[src/hw/rawsock_pkg.sv]
// Purpose: shared constants for the raw socket and socketless request block
// Assumes: 8-bit local register port, 100 MHz system clock
// Notes: offsets are byte addresses; multi-byte registers are big-endian
package rawsock_pkg;
    localparam int CLK_PERIOD_NS = 10;
    localparam int RETRY_UNIT_US = 100;
    localparam int RETRY_UNIT_CYCLES = RETRY_UNIT_US * 1000 / CLK_PERIOD_NS;

    localparam logic [7:0] A_MODE = 8'h00;
    localparam logic [7:0] A_MODE2 = 8'h01;
    localparam logic [7:0] A_CMD = 8'h02;
    localparam logic [7:0] A_STATUS = 8'h03;
    localparam logic [7:0] A_SFLAGS = 8'h04;
    localparam logic [7:0] A_PROTO = 8'h05;
    localparam logic [7:0] A_TXLEN = 8'h06;
    localparam logic [7:0] A_DHAR = 8'h08;
    localparam logic [7:0] A_DIP = 8'h0E;
    localparam logic [7:0] A_OWN = 8'h12;
    localparam logic [7:0] A_SLCMD = 8'h20;
    localparam logic [7:0] A_SLFLAGS = 8'h21;
    localparam logic [7:0] A_SLMASK = 8'h22;
    localparam logic [7:0] A_RTR = 8'h23;
    localparam logic [7:0] A_RCR = 8'h25;
    localparam logic [7:0] A_PIP = 8'h26;
    localparam logic [7:0] A_PMAC = 8'h2A;
    localparam logic [7:0] A_SEQ = 8'h30;
    localparam logic [7:0] A_ID = 8'h32;

    localparam logic [3:0] MODE_RAW_IP = 4'h3;
    localparam logic [3:0] MODE_RAW_FRAME = 4'h4;
    localparam int MODE_FILTER_BIT = 7;
    localparam int BCAST_BLK_BIT = 0;
    localparam int MCAST_BLK_BIT = 1;
    localparam int V6_BLK_BIT = 2;

    localparam logic [7:0] CMD_OPEN = 8'h01;
    localparam logic [7:0] CMD_CLOSE = 8'h10;
    localparam logic [7:0] CMD_SEND = 8'h20;
    localparam logic [7:0] CMD_SEND_MAC = 8'h21;
    localparam logic [7:0] ST_CLOSED = 8'h00;
    localparam logic [7:0] ST_RAW_IP = 8'h32;
    localparam logic [7:0] ST_RAW_FRAME = 8'h42;
    localparam int SFLAG_TIMEOUT_BIT = 3;

    localparam logic [7:0] PROTO_ICMP = 8'h01;
    localparam logic [7:0] PROTO_TCP = 8'h06;
    localparam logic [7:0] PROTO_UDP = 8'h11;

    localparam int SL_ECHO_BIT = 0;
    localparam int SL_ARP_BIT = 1;
    localparam int SL_TIMEOUT_BIT = 2;
    localparam logic [15:0] RTR_RESET = 16'h07D0;
    localparam logic [7:0] RCR_RESET = 8'h08;

    localparam int MAC_BYTES = 6;
    localparam int TYPE_BYTES = 2;
    localparam int PAYLOAD_MIN = 46;
    localparam int PAYLOAD_MAX = 1500;
    localparam logic [15:0] LEN_HDR_BYTES = 16'h0002;
    localparam logic [15:0] IP_HDR_BYTES = 16'h0006;
    localparam logic [15:0] FRAME_MIN = 16'(2 * MAC_BYTES + TYPE_BYTES + PAYLOAD_MIN);
    localparam logic [15:0] FRAME_MAX = 16'(2 * MAC_BYTES + TYPE_BYTES + PAYLOAD_MAX);
endpackage

[src/hw/rawsock_engine.sv]
// Purpose: socket 0 raw IP / raw frame modes and socketless requests
// Assumes: frame classification done upstream, one frame descriptor per pulse
// Notes: register reads answer one cycle after the read strobe
//
// Our own choices: the placing of the registers and the plain strobed port.

module rawsock_engine #(
    parameter int TICK_CYCLES = rawsock_pkg::RETRY_UNIT_CYCLES
) (
    input wire logic CLK,
    input wire logic NRST,
    input wire logic [7:0] ADDR,
    input wire logic [7:0] WDATA,
    input wire logic WR,
    input wire logic RD,
    output logic [7:0] RDATA,
    input wire logic RX_VALID,
    input wire logic [47:0] RX_DST_MAC,
    input wire logic [47:0] RX_SRC_MAC,
    input wire logic [31:0] RX_SRC_IP,
    input wire logic RX_IPV4,
    input wire logic RX_IPV6,
    input wire logic [7:0] RX_PROTO,
    input wire logic RX_ARP_REQ,
    input wire logic RX_ARP_REPLY,
    input wire logic RX_ECHO_REQ,
    input wire logic RX_ECHO_REPLY,
    input wire logic RX_OTHER_SOCK,
    input wire logic RX_ICMP_CLAIMED,
    input wire logic [15:0] RX_LEN,
    input wire logic [15:0] RX_FREE,
    output logic RX_STORE,
    output logic RX_DROP,
    output logic [15:0] RX_HDR_LEN,
    output logic REPLY_ARP,
    output logic REPLY_ECHO,
    output logic REQ_ARP,
    output logic REQ_ECHO,
    output logic [31:0] REQ_IP,
    output logic [15:0] REQ_SEQ,
    output logic [15:0] REQ_ID,
    output logic TX_START,
    output logic [15:0] TX_LEN,
    output logic [47:0] TX_DST_MAC,
    output logic SL_IRQ
);
    typedef enum logic [2:0] {
        E_IDLE = 3'b001,
        E_SEND = 3'b010,
        E_WAIT = 3'b100
    } eng_state_t;

    typedef struct packed {
        logic [7:0] mode;
        logic [7:0] mode2;
        logic [7:0] cmd;
        logic [7:0] status;
        logic [7:0] sflags;
        logic [7:0] proto;
        logic [0:1][7:0] tx_len;
        logic [0:5][7:0] dhar;
        logic [0:3][7:0] dip;
        logic [0:5][7:0] own;
        logic [7:0] slcmd;
        logic [7:0] slflags;
        logic [7:0] slmask;
        logic [0:1][7:0] rtr;
        logic [7:0] retry_count_limit;
        logic [0:3][7:0] pip;
        logic [0:5][7:0] pmac;
        logic [0:1][7:0] seq;
        logic [0:1][7:0] id;
        eng_state_t state;
        logic eng_sock;
        logic kind_echo;
        logic [31:0] target;
        logic [15:0] tick_cnt;
        logic [15:0] unit_cnt;
        logic [7:0] tries;
        logic [7:0] rdata;
        logic rx_store;
        logic rx_drop;
        logic [15:0] rx_hdr_len;
        logic rep_arp;
        logic rep_echo;
        logic req_arp;
        logic req_echo;
        logic tx_start;
        logic [15:0] tx_len_out;
        logic [47:0] tx_mac;
        logic sl_irq;
    } state_t;

    state_t s;
    state_t n;
    logic rst_meta;
    logic rst_n;
    logic bcast;
    logic mcast;
    logic icmp_here;
    logic ip_take;
    logic frame_take;
    logic fits;
    logic unit_tick;
    logic reply_hit;
    logic [15:0] hdr;

    function automatic logic at(input logic [7:0] a, input logic [7:0] base, input int i);
        return a == base + 8'(i);
    endfunction

    // Status that an open command leads to
    function automatic logic [7:0] open_status(input logic [3:0] m, input logic [7:0] p);
        if (m == rawsock_pkg::MODE_RAW_IP && p != rawsock_pkg::PROTO_TCP
            && p != rawsock_pkg::PROTO_UDP)
            return rawsock_pkg::ST_RAW_IP;
        if (m == rawsock_pkg::MODE_RAW_FRAME)
            return rawsock_pkg::ST_RAW_FRAME;
        return rawsock_pkg::ST_CLOSED;
    endfunction

    always_ff @(posedge CLK or negedge NRST)
    begin
        if (!NRST)
        begin
            rst_meta <= 1'b0;
            rst_n <= 1'b0;
        end
        else
        begin
            rst_meta <= 1'b1;
            rst_n <= rst_meta;
        end
    end

    assign bcast = &RX_DST_MAC;
    assign mcast = RX_DST_MAC[40] && !bcast;
    assign icmp_here = s.status == rawsock_pkg::ST_RAW_IP && s.proto == rawsock_pkg::PROTO_ICMP;
    assign ip_take = s.status == rawsock_pkg::ST_RAW_IP && RX_IPV4 && !RX_IPV6
        && RX_PROTO == s.proto;
    assign frame_take = s.status == rawsock_pkg::ST_RAW_FRAME
        && (!s.mode[rawsock_pkg::MODE_FILTER_BIT] || bcast || mcast || RX_DST_MAC == s.own)
        && !(bcast && s.mode2[rawsock_pkg::BCAST_BLK_BIT])
        && !(mcast && s.mode2[rawsock_pkg::MCAST_BLK_BIT])
        && !(RX_IPV6 && s.mode2[rawsock_pkg::V6_BLK_BIT])
        && RX_LEN >= rawsock_pkg::FRAME_MIN && RX_LEN <= rawsock_pkg::FRAME_MAX
        && (!RX_OTHER_SOCK || RX_ARP_REQ || (RX_ECHO_REQ && !RX_ICMP_CLAIMED));
    assign hdr = ip_take ? rawsock_pkg::IP_HDR_BYTES : rawsock_pkg::LEN_HDR_BYTES;
    assign fits = ({1'b0, RX_LEN} + {1'b0, hdr}) <= {1'b0, RX_FREE};
    assign unit_tick = s.tick_cnt == 16'(TICK_CYCLES - 1);
    assign reply_hit = RX_VALID && RX_SRC_IP == s.target
        && (s.kind_echo ? RX_ECHO_REPLY : RX_ARP_REPLY);

    always_comb
    begin
        n = s;
        n.rx_store = 1'b0;
        n.rx_drop = 1'b0;
        n.req_arp = 1'b0;
        n.req_echo = 1'b0;
        n.tx_start = 1'b0;
        n.rdata = 8'h00;

        // Register writes; flag clears come first so later sets win
        if (WR)
        begin
            if (ADDR == rawsock_pkg::A_MODE)
                n.mode = WDATA;
            if (ADDR == rawsock_pkg::A_MODE2)
                n.mode2 = WDATA;
            if (ADDR == rawsock_pkg::A_CMD)
                n.cmd = WDATA;
            if (ADDR == rawsock_pkg::A_SFLAGS)
                n.sflags = s.sflags & ~WDATA;
            if (ADDR == rawsock_pkg::A_PROTO)
                n.proto = WDATA;
            if (ADDR == rawsock_pkg::A_SLCMD)
                n.slcmd = WDATA;
            if (ADDR == rawsock_pkg::A_SLFLAGS)
                n.slflags = s.slflags & ~WDATA;
            if (ADDR == rawsock_pkg::A_SLMASK)
                n.slmask = WDATA;
            if (ADDR == rawsock_pkg::A_RCR)
                n.retry_count_limit = WDATA;
            for (int i = 0; i < 2; i++)
            begin
                if (at(ADDR, rawsock_pkg::A_TXLEN, i))
                    n.tx_len[i] = WDATA;
                if (at(ADDR, rawsock_pkg::A_RTR, i))
                    n.rtr[i] = WDATA;
                if (at(ADDR, rawsock_pkg::A_SEQ, i))
                    n.seq[i] = WDATA;
                if (at(ADDR, rawsock_pkg::A_ID, i))
                    n.id[i] = WDATA;
            end
            for (int i = 0; i < 4; i++)
            begin
                if (at(ADDR, rawsock_pkg::A_DIP, i))
                    n.dip[i] = WDATA;
                if (at(ADDR, rawsock_pkg::A_PIP, i))
                    n.pip[i] = WDATA;
            end
            for (int i = 0; i < 6; i++)
            begin
                if (at(ADDR, rawsock_pkg::A_DHAR, i))
                    n.dhar[i] = WDATA;
                if (at(ADDR, rawsock_pkg::A_OWN, i))
                    n.own[i] = WDATA;
                if (at(ADDR, rawsock_pkg::A_PMAC, i))
                    n.pmac[i] = WDATA;
            end
        end

        // Register reads; unmapped addresses answer zero
        if (RD)
        begin
            if (ADDR == rawsock_pkg::A_MODE)
                n.rdata = s.mode;
            if (ADDR == rawsock_pkg::A_MODE2)
                n.rdata = s.mode2;
            if (ADDR == rawsock_pkg::A_CMD)
                n.rdata = s.cmd;
            if (ADDR == rawsock_pkg::A_STATUS)
                n.rdata = s.status;
            if (ADDR == rawsock_pkg::A_SFLAGS)
                n.rdata = s.sflags;
            if (ADDR == rawsock_pkg::A_PROTO)
                n.rdata = s.proto;
            if (ADDR == rawsock_pkg::A_SLCMD)
                n.rdata = s.slcmd;
            if (ADDR == rawsock_pkg::A_SLFLAGS)
                n.rdata = s.slflags;
            if (ADDR == rawsock_pkg::A_SLMASK)
                n.rdata = s.slmask;
            if (ADDR == rawsock_pkg::A_RCR)
                n.rdata = s.retry_count_limit;
            for (int i = 0; i < 2; i++)
            begin
                if (at(ADDR, rawsock_pkg::A_TXLEN, i))
                    n.rdata = s.tx_len[i];
                if (at(ADDR, rawsock_pkg::A_RTR, i))
                    n.rdata = s.rtr[i];
                if (at(ADDR, rawsock_pkg::A_SEQ, i))
                    n.rdata = s.seq[i];
                if (at(ADDR, rawsock_pkg::A_ID, i))
                    n.rdata = s.id[i];
            end
            for (int i = 0; i < 4; i++)
            begin
                if (at(ADDR, rawsock_pkg::A_DIP, i))
                    n.rdata = s.dip[i];
                if (at(ADDR, rawsock_pkg::A_PIP, i))
                    n.rdata = s.pip[i];
            end
            for (int i = 0; i < 6; i++)
            begin
                if (at(ADDR, rawsock_pkg::A_DHAR, i))
                    n.rdata = s.dhar[i];
                if (at(ADDR, rawsock_pkg::A_OWN, i))
                    n.rdata = s.own[i];
                if (at(ADDR, rawsock_pkg::A_PMAC, i))
                    n.rdata = s.pmac[i];
            end
        end

        // Receive path
        if (RX_VALID && (ip_take || frame_take))
        begin
            n.rx_store = fits;
            n.rx_drop = !fits;
            if (fits)
                n.rx_hdr_len = RX_LEN;
        end
        n.rep_arp = RX_VALID && RX_ARP_REQ;
        n.rep_echo = RX_VALID && RX_ECHO_REQ && !icmp_here && !RX_ICMP_CLAIMED;

        // Socket commands; a resolving send waits for a free engine
        if (s.cmd != 8'h00)
        begin
            n.cmd = 8'h00;
            if (s.cmd == rawsock_pkg::CMD_OPEN)
                n.status = open_status(s.mode[3:0], s.proto);
            else if (s.cmd == rawsock_pkg::CMD_CLOSE)
                n.status = rawsock_pkg::ST_CLOSED;
            else if ((s.cmd == rawsock_pkg::CMD_SEND || s.cmd == rawsock_pkg::CMD_SEND_MAC)
                && s.status == rawsock_pkg::ST_RAW_FRAME)
            begin
                n.tx_start = 1'b1;
                n.tx_len_out = (s.tx_len < rawsock_pkg::FRAME_MIN) ? rawsock_pkg::FRAME_MIN
                    : s.tx_len;
            end
            else if (s.cmd == rawsock_pkg::CMD_SEND_MAC && s.status == rawsock_pkg::ST_RAW_IP)
            begin
                n.tx_start = 1'b1;
                n.tx_len_out = s.tx_len;
                n.tx_mac = s.dhar;
            end
            else if (s.cmd == rawsock_pkg::CMD_SEND && s.status == rawsock_pkg::ST_RAW_IP)
            begin
                if (s.state == E_IDLE && s.slcmd == 8'h00)
                begin
                    n.state = E_SEND;
                    n.eng_sock = 1'b1;
                    n.kind_echo = 1'b0;
                    n.target = s.dip;
                    n.tries = 8'h00;
                end
                else
                    n.cmd = s.cmd;
            end
        end

        // Request engine shared by socketless commands and socket resolution
        unique case (s.state)
            E_IDLE:
            begin
                if (s.slcmd != 8'h00)
                begin
                    n.state = E_SEND;
                    n.eng_sock = 1'b0;
                    n.kind_echo = !s.slcmd[rawsock_pkg::SL_ARP_BIT];
                    n.target = s.pip;
                    n.tries = 8'h00;
                end
            end
            E_SEND:
            begin
                n.req_arp = !s.kind_echo;
                n.req_echo = s.kind_echo;
                n.unit_cnt = s.rtr;
                n.tick_cnt = 16'h0000;
                n.state = E_WAIT;
            end
            E_WAIT:
            begin
                if (reply_hit)
                begin
                    n.state = E_IDLE;
                    if (s.eng_sock)
                    begin
                        n.tx_start = 1'b1;
                        n.tx_len_out = s.tx_len;
                        n.tx_mac = RX_SRC_MAC;
                    end
                    else
                    begin
                        n.slflags[s.kind_echo ? rawsock_pkg::SL_ECHO_BIT
                            : rawsock_pkg::SL_ARP_BIT] = 1'b1;
                        n.pmac = RX_SRC_MAC;
                        n.slcmd = 8'h00;
                    end
                end
                else if (unit_tick)
                begin
                    n.tick_cnt = 16'h0000;
                    if (s.unit_cnt > 16'h0001)
                        n.unit_cnt = s.unit_cnt - 16'h0001;
                    else if (s.tries < s.retry_count_limit)
                    begin
                        n.tries = s.tries + 8'h01;
                        n.state = E_SEND;
                    end
                    else
                    begin
                        n.state = E_IDLE;
                        if (s.eng_sock)
                            n.sflags[rawsock_pkg::SFLAG_TIMEOUT_BIT] = 1'b1;
                        else
                        begin
                            n.slflags[rawsock_pkg::SL_TIMEOUT_BIT] = 1'b1;
                            n.slcmd = 8'h00;
                        end
                    end
                end
                else
                    n.tick_cnt = s.tick_cnt + 16'h0001;
            end
            default:
                n.state = E_IDLE;
        endcase

        n.sl_irq = |(n.slflags & n.slmask);
    end

    always_ff @(posedge CLK or negedge rst_n)
    begin
        if (!rst_n)
        begin
            s <= '0;
            s.state <= E_IDLE;
            s.rtr <= rawsock_pkg::RTR_RESET;
            s.retry_count_limit <= rawsock_pkg::RCR_RESET;
        end
        else
            s <= n;
    end

    assign RDATA = s.rdata;
    assign RX_STORE = s.rx_store;
    assign RX_DROP = s.rx_drop;
    assign RX_HDR_LEN = s.rx_hdr_len;
    assign REPLY_ARP = s.rep_arp;
    assign REPLY_ECHO = s.rep_echo;
    assign REQ_ARP = s.req_arp;
    assign REQ_ECHO = s.req_echo;
    assign REQ_IP = s.target;
    assign REQ_SEQ = s.seq;
    assign REQ_ID = s.id;
    assign TX_START = s.tx_start;
    assign TX_LEN = s.tx_len_out;
    assign TX_DST_MAC = s.tx_mac;
    assign SL_IRQ = s.sl_irq;
endmodule

[config.mk]
export PLATFORM = sky130hd
export DESIGN_NAME = rawsock_engine
export DESIGN_NICKNAME = d
export VERILOG_FILES = /design/src/hw/rawsock_pkg.sv /design/src/hw/rawsock_engine.sv
export SDC_FILE = /design/constraint.sdc
export NUM_CORES = 1
export LEC_CHECK = 0
export ABC_AREA = 1
export BUFFER_PORTS_ARGS = -buffer_cell sky130_fd_sc_hd__buf_4
export CAP_MARGIN = 25
export CORE_UTILIZATION = 45
export DETAILED_ROUTE_END_ITERATION = 6
export PLACE_DENSITY = 0.66
export RECOVER_POWER = 50
export SLEW_MARGIN = 20
export SYNTH_ARGS = -nofsm -noshare
export SYNTH_HDL_FRONTEND = slang
export SYNTH_SLANG_ARGS = --single-unit
[constraint.sdc]
create_clock -name CLK -period 49.2 [get_ports CLK]
set_input_delay 4.92 -clock CLK [delete_from_list [all_inputs] [get_ports CLK]]
set_output_delay 4.92 -clock CLK [all_outputs]
set_load 0.05 [all_outputs]
---- Word level (Yosys, flattened, before mapping) ----
Cells that the tools add are included.
word-level totals
  bits in registers ....................... 527
  bits in latches ......................... 0
  RAM bits ................................ 0
  memory bits (read-only) ................. 0
  bits of input ports ..................... 197
  word-level logic and storage cells ...... 424
  memories kept ........................... 0
operators by class
  add/subtract/negate cells ............... 4
  multiply operators ...................... 0
  div/mod/pow operators ................... 0
  order comparisons ....................... 8
  equal/unequal tests ..................... 65
  shift-type cells ........................ 0
  multiplexer cells ....................... 179
  bitwise logic cells ..................... 5
  reduce and logical (&&, ||, !) cells .... 97
operator list
  kind                                           number
  2-to-1 mux 8 bit                               113
  2-to-1 mux 65 bit                              7
  2-to-1 mux 316 bit                             1
  2-to-1 mux 37 bit                              8
  2-to-1 mux 48 bit                              4
  == test 8 x 6 -> 1 bit, second input constant  23
  2-to-1 mux 16 bit                              7
  == test 8 x 5 -> 1 bit, second input constant  9
  AND reduction 2 bit                            36
  == test 8 x 4 -> 1 bit, second input constant  8
  case mux 32 bit (2 select lines)               1
  == test 48 bit                                 1
  AND reduction 48 bit                           1
  2-to-1 mux 40 bit                              1
  2-to-1 mux 34 bit                              1
  == test 32 bit                                 1
  == test 8 x 3 -> 1 bit, second input constant  4
  logical AND 1 bit                              30
  AND 8 bit                                      3
  == test 8 x 1 -> 1 bit, second input constant  3
  2-to-1 mux 24 bit                              1
  2-to-1 mux 1 bit                               21
  2-to-1 mux 18 bit                              1
  adder 16 x 3 -> 17 bit                         1
  other kinds (42)                               72

---- Logic depth before layout (Yosys ltp) ----
  depth after elaboration ................. 46
  depth in mapped cells ................... 36

---- Worst setup path after synthesis ----
Ideal clock, no wire load.
  kind .................................... input -> register
  start point ............................. in RX_PROTO[3]
  end point ............................... reg s (netlist bit RX_HDR_LEN[1])
  library setup time ...................... 0.132 ns
  arrival ................................. 8.454 ns
  required time ........................... 49.068 ns
  slack ................................... 40.615 ns
  stages on the path ...................... 26
  buffers on the path ..................... 1
  path through ............................ inv_1 > o22ai_1 > a221oi_1 > nand4_1 > nor4_1 > ha_1 > a21oi_1 > nor3_1 > nand2_1 > nor2_1 > nand3_1 > nor2_1 > nand2_1 > nor3_1 > xor2_1 > ha_1 > nand2_1 > a31oi_1 > a211o_1 > a21oi_1 > a21oi_1 > a31oi_1 > nand3_1 > clkbuf_1 > nand2_1 > o21ai_0
on the way
  word-level cells in the longest chain between the ends .. 6
RTL lines
  element                                    RTL line               text
  start, declared                            rawsock_engine.sv:23   input wire logic [7:0] RX_PROTO,
  == test 8 bit (*)                          rawsock_engine.sv:140  && RX_PROTO == s.proto;
  logical AND 1 bit (*)                      rawsock_engine.sv:140
  2-to-1 mux 3 bit                           rawsock_engine.sv:148  assign hdr = ip_take ? rawsock_pkg::IP_HDR_BYTES : rawsock_pkg::LEN_HDR_BYTES;
  adder 16 x 3 -> 17 bit                     rawsock_engine.sv:149  assign fits = ({1'b0, RX_LEN} + {1'b0, hdr}) <= {1'b0, RX_FREE};
  less-or-equal comparator 17 x 16 -> 1 bit  rawsock_engine.sv:149
  AND reduction 2 bit (no line) (*)          n/a
  end signal, assigned                       rawsock_engine.sv:395  s <= n;
  end, declared                              rawsock_engine.sv:94   state_t s;
Mark *: on every way between the ends. The rest lies on a longest branch, timed or not.
A chain may end at the register's enable or synchronous reset.

==> metrics.md <==
| Metric | Value |
|---|---|
| Leakage | 15.93 nW |
| Hold depth | 0 |
| Multi-input logic area | ~0.012 mm^2 |
| Max Slew Vio Count | roughly 540 |
| Critical-path top delay cell | clkbuf_1 |
| Placer Congestion | 0.9550 |
| Via/cell ratio | 5.306 |
| Type of the most critical hold path | reg2reg |
| Ys async rst share | 100.0% |
| Core ar. | 0.06354 mm^2 |
| Maxcap violations | 10 |
| Nature of the critical path endpoint | async pin |
| Gr usage total | 29.05% |
| Top-count cell post-synth | nand2_1 |
| Crit-path max FO | between 60 and 70 |
| # rows | 92 |
| Status | finished with violations |
| Hold endpoint | rst_n |
| Half-perimeter wire length after placement | 70350 um |
| Worst path max stage delay | 2520 ps |
| Clock latency on the worst-skew pair | between 600 and 700 ps |
| Clock Skews | between 20 and 25 ps |
| Max Buffers Root-to-Sink | 3 |
| TritonCTS clock tree | yes |
| Vias in the first global route | 25.07k |
| Largest net degree at the start of global routing | 100 |
| Util after Layout | 52.36% |
| Area Overhead vs Synth | 14.24% |
| I/O Pins | approximately 360 |
| Reg clk slew, reported paths | about 60 ps |
| Final Power | 1.043 mW |
| Sequence of cells on the critical path | clkbuf_1 > clkbuf_1 > clkbuf_1 > clkbuf_1 |
| Crit Path Class | reg2async |
| Final Cycle Share | between 20% and 30% |
| Failing checks | DRC, capacitance limit, slew limit |
| Gr ovfl total | 0 |
| Largest delay share family, worst path | buffers and inverters |
| Postcts setup bufs | 0 |
| DRT Wirelength | 96630 um |
| CTS Buf Count | 58 |
| H-tree lvl count | 2 |
| Die ar. | 0.06573 mm^2 |
| Worst vdd ir | 0.00002550 V |
| WP data required | 49330 ps |
| Post-synthesis sequential area ratio | 44.89% |
| CTS root buffer | clkbuf_16 |
| Pre-antenna DRT Iters | 7 |
| First-pass GRT wire length | between 100000 and 150000 um |
| Layout cells sized above 1 | 13.43% |
| Post-DRT Antenna Nets | 0 |
| R2R setup slack | 39160 ps |
| Critical Path AT | 10180 ps |
| WP depth | 4 |
| Synth Instances | about 3.9k |
| #FFs+latches synth | 522 |
| FF-to-FF End | s[217] |
| Reg-to-Reg Start | rst_n |
| Synth cell types | 61 |
| Die width | 256.4 um |
| Clock sink count | between 500 and 600 |
| Initial antenna violation count | 1 |
| Worst R2R Path Depth | 4 |
| Count of flip-flops with a built-in enable after synthesis | 0 |
| Post-CTS Hold Fix Bufs | 0 |
| Highest Clock Rate | 99.58 MHz |
| Nets | 4285 |
| Top FF cell, synth | dfrtp_1 |
| WL/cell | slightly below 20 um |
| Via count | 26.27k |
| Synth warnings | 0 |
| 1st-iter DRT viols | 2399 |
| Syn Std Cell Area | 0.02912 mm^2 |
| TNS Setup | 0 ps |
| Port Buffers | 356 |
| Initial Util | 45.83% |
| CP dominant cell by count | clkbuf_1 |
| Slew @ Worst Pin | between 4000 and 5000 ps |
| Die height | roughly 260 um |
| CP bufs+invs | 4 |
| Slew margin rel. | -180.2% |
| Synthesized area per cell | 7.474 um^2 |
| Post-synth top cells | 1069 x nand2_1, 591 x inv_1, 559 x o21ai_0 |
| Drt drc | 13 |
| Worst Min Path Start | rst_meta |
| Post-synth top area share | roughly 44% |
| Fill count | 6307 |
| Post-cts sizing count | 0 |
| Storage cell area | 0.01307 mm^2 |
| # setup viols final | 0 |
| PD cells | 31.34 mW/mm^2 |
| Minimum clock period | 10040 ps |
| Worst Setup Start Kind | flop |
| Area contributors post-synth | dfrtp_1 44%, nand2_1 14%, o21ai_0 9.6%, inv_1 7.6%, buf_4 4.0% |
| Final hold vios | 0 |
| Net Count, Synth | 4122 |
| Unrepaired setup endpoints after global routing | no |
| Yosys top cell by area | dfrtp_1 |
[sequential cells by signal, summed over array words and instances (netlist names), 8 cells and up]
register,cells
RDATA,8
REQ_ID,16
REQ_IP,32
REQ_SEQ,16
RX_HDR_LEN,16
TX_DST_MAC,48
TX_LEN,16
s,360
[through the flow]
step	std cells	area, um^2	hold slack [ps]	setup slack (ps)
after floorplan	3896	29120	331.2	33590
after global routing	4950	33270	378.4	37160
after detailed placement	4840	31440	341.9	39050
after global placement	4839	31410	336.1	39300
after CTS	4944	33330	354.4	39690
final	4951	33270	350.5	39160
[kinds of logic after synthesis]
family	Yosys count	synth area share (%)
xor gates and xnor gates	76	2.286
adders and majority gates	29	1.272
muxes	20	0.7390
DFF	522	44.89
and+or+nand+nor	1576	22.66
AOI/OAI and AO/OA	778	14.60
buffers and inverters	894	13.53
other	1	0.01288
[report_power, final]
group | total (mW) | switching, mW | internal (mW)
clock | 0.440 | 0.185 | 0.255
sequential | 0.464 | 0.0151 | 0.449
combinational | 0.139 | 0.0938 | 0.0449
total | 1.04 | 0.294 | 0.749
[metal layers]
| layer | routed length, um | GRT usage (%) | part of all wire (%) | vias to the layer above |
|---|---|---|---|---|
| met5 | 0 | 0 | 0 | - |
| met4 | 2552 | 8.763 | 2.6 | 0 |
| met3 | 6090 | 2.867 | 6.3 | 153 |
| met2 | 46390 | 48.30 | 48 | 965 |
| met1 | 41600 | 40.05 | 43 | 12530 |
| li1 | - | - | - | 12630 |
[layout by cell type (no fill, tap or decap), types with 5 or more instances in the layout]
cell type	Yosys	final
o2111ai_1	9	9
clkinv_2	0	12
inv_1	591	591
nand2_1	1069	1071
clkinvlp_4	0	5
a31oi_1	5	5
a221oi_1	5	5
xor2_1	30	30
nand4_1	63	63
clkbuf_1	116	28
buf_4	155	364
nor2_1	172	175
nor4_1	38	38
mux2_2	12	12
clkbuf_8	0	10
o21ai_0	559	559
dfstp_2	8	7
nor3_1	45	45
o31ai_1	12	12
ha_1	28	28
a21oi_1	69	69
dfrtp_1	514	514
o211ai_1	57	57
o22ai_1	24	24
nor2_2	15	15
clkbuf_16	0	59
o21ai_1	6	6
a211oi_1	9	9
nand3_1	117	115
xnor2_1	46	46
or2_2	30	30
inv_2	18	19
mux2i_1	8	8
a21boi_0	7	7
[how the worst max path moves through the flow]
stage                      startpoint             to  slack [ps]
after CTS                 RX_PROTO[3]  RX_HDR_LEN[4]       39690
after global placement    RX_PROTO[3]  RX_HDR_LEN[1]       39300
after detailed placement  RX_PROTO[3]  RX_HDR_LEN[4]       39050
final                           rst_n         s[217]       39160
after global routing            rst_n  TX_DST_MAC[6]       37160
after floorplan                 rst_n       RDATA[0]       33590
[layout make-up]
cell class | count | share of cell area, %
inverter | 614 | 6.928
multi-input combinational | 2480 | 36.35
sequential | 522 | 39.29
clock inverter | 23 | 0.7071
antenna | 2 | 0.01504
clock buffer | 81 | 4.987
timing repair buffer | 383 | 8.534
tap | 846 | 3.182
Power figures use the tool's default switching activity.
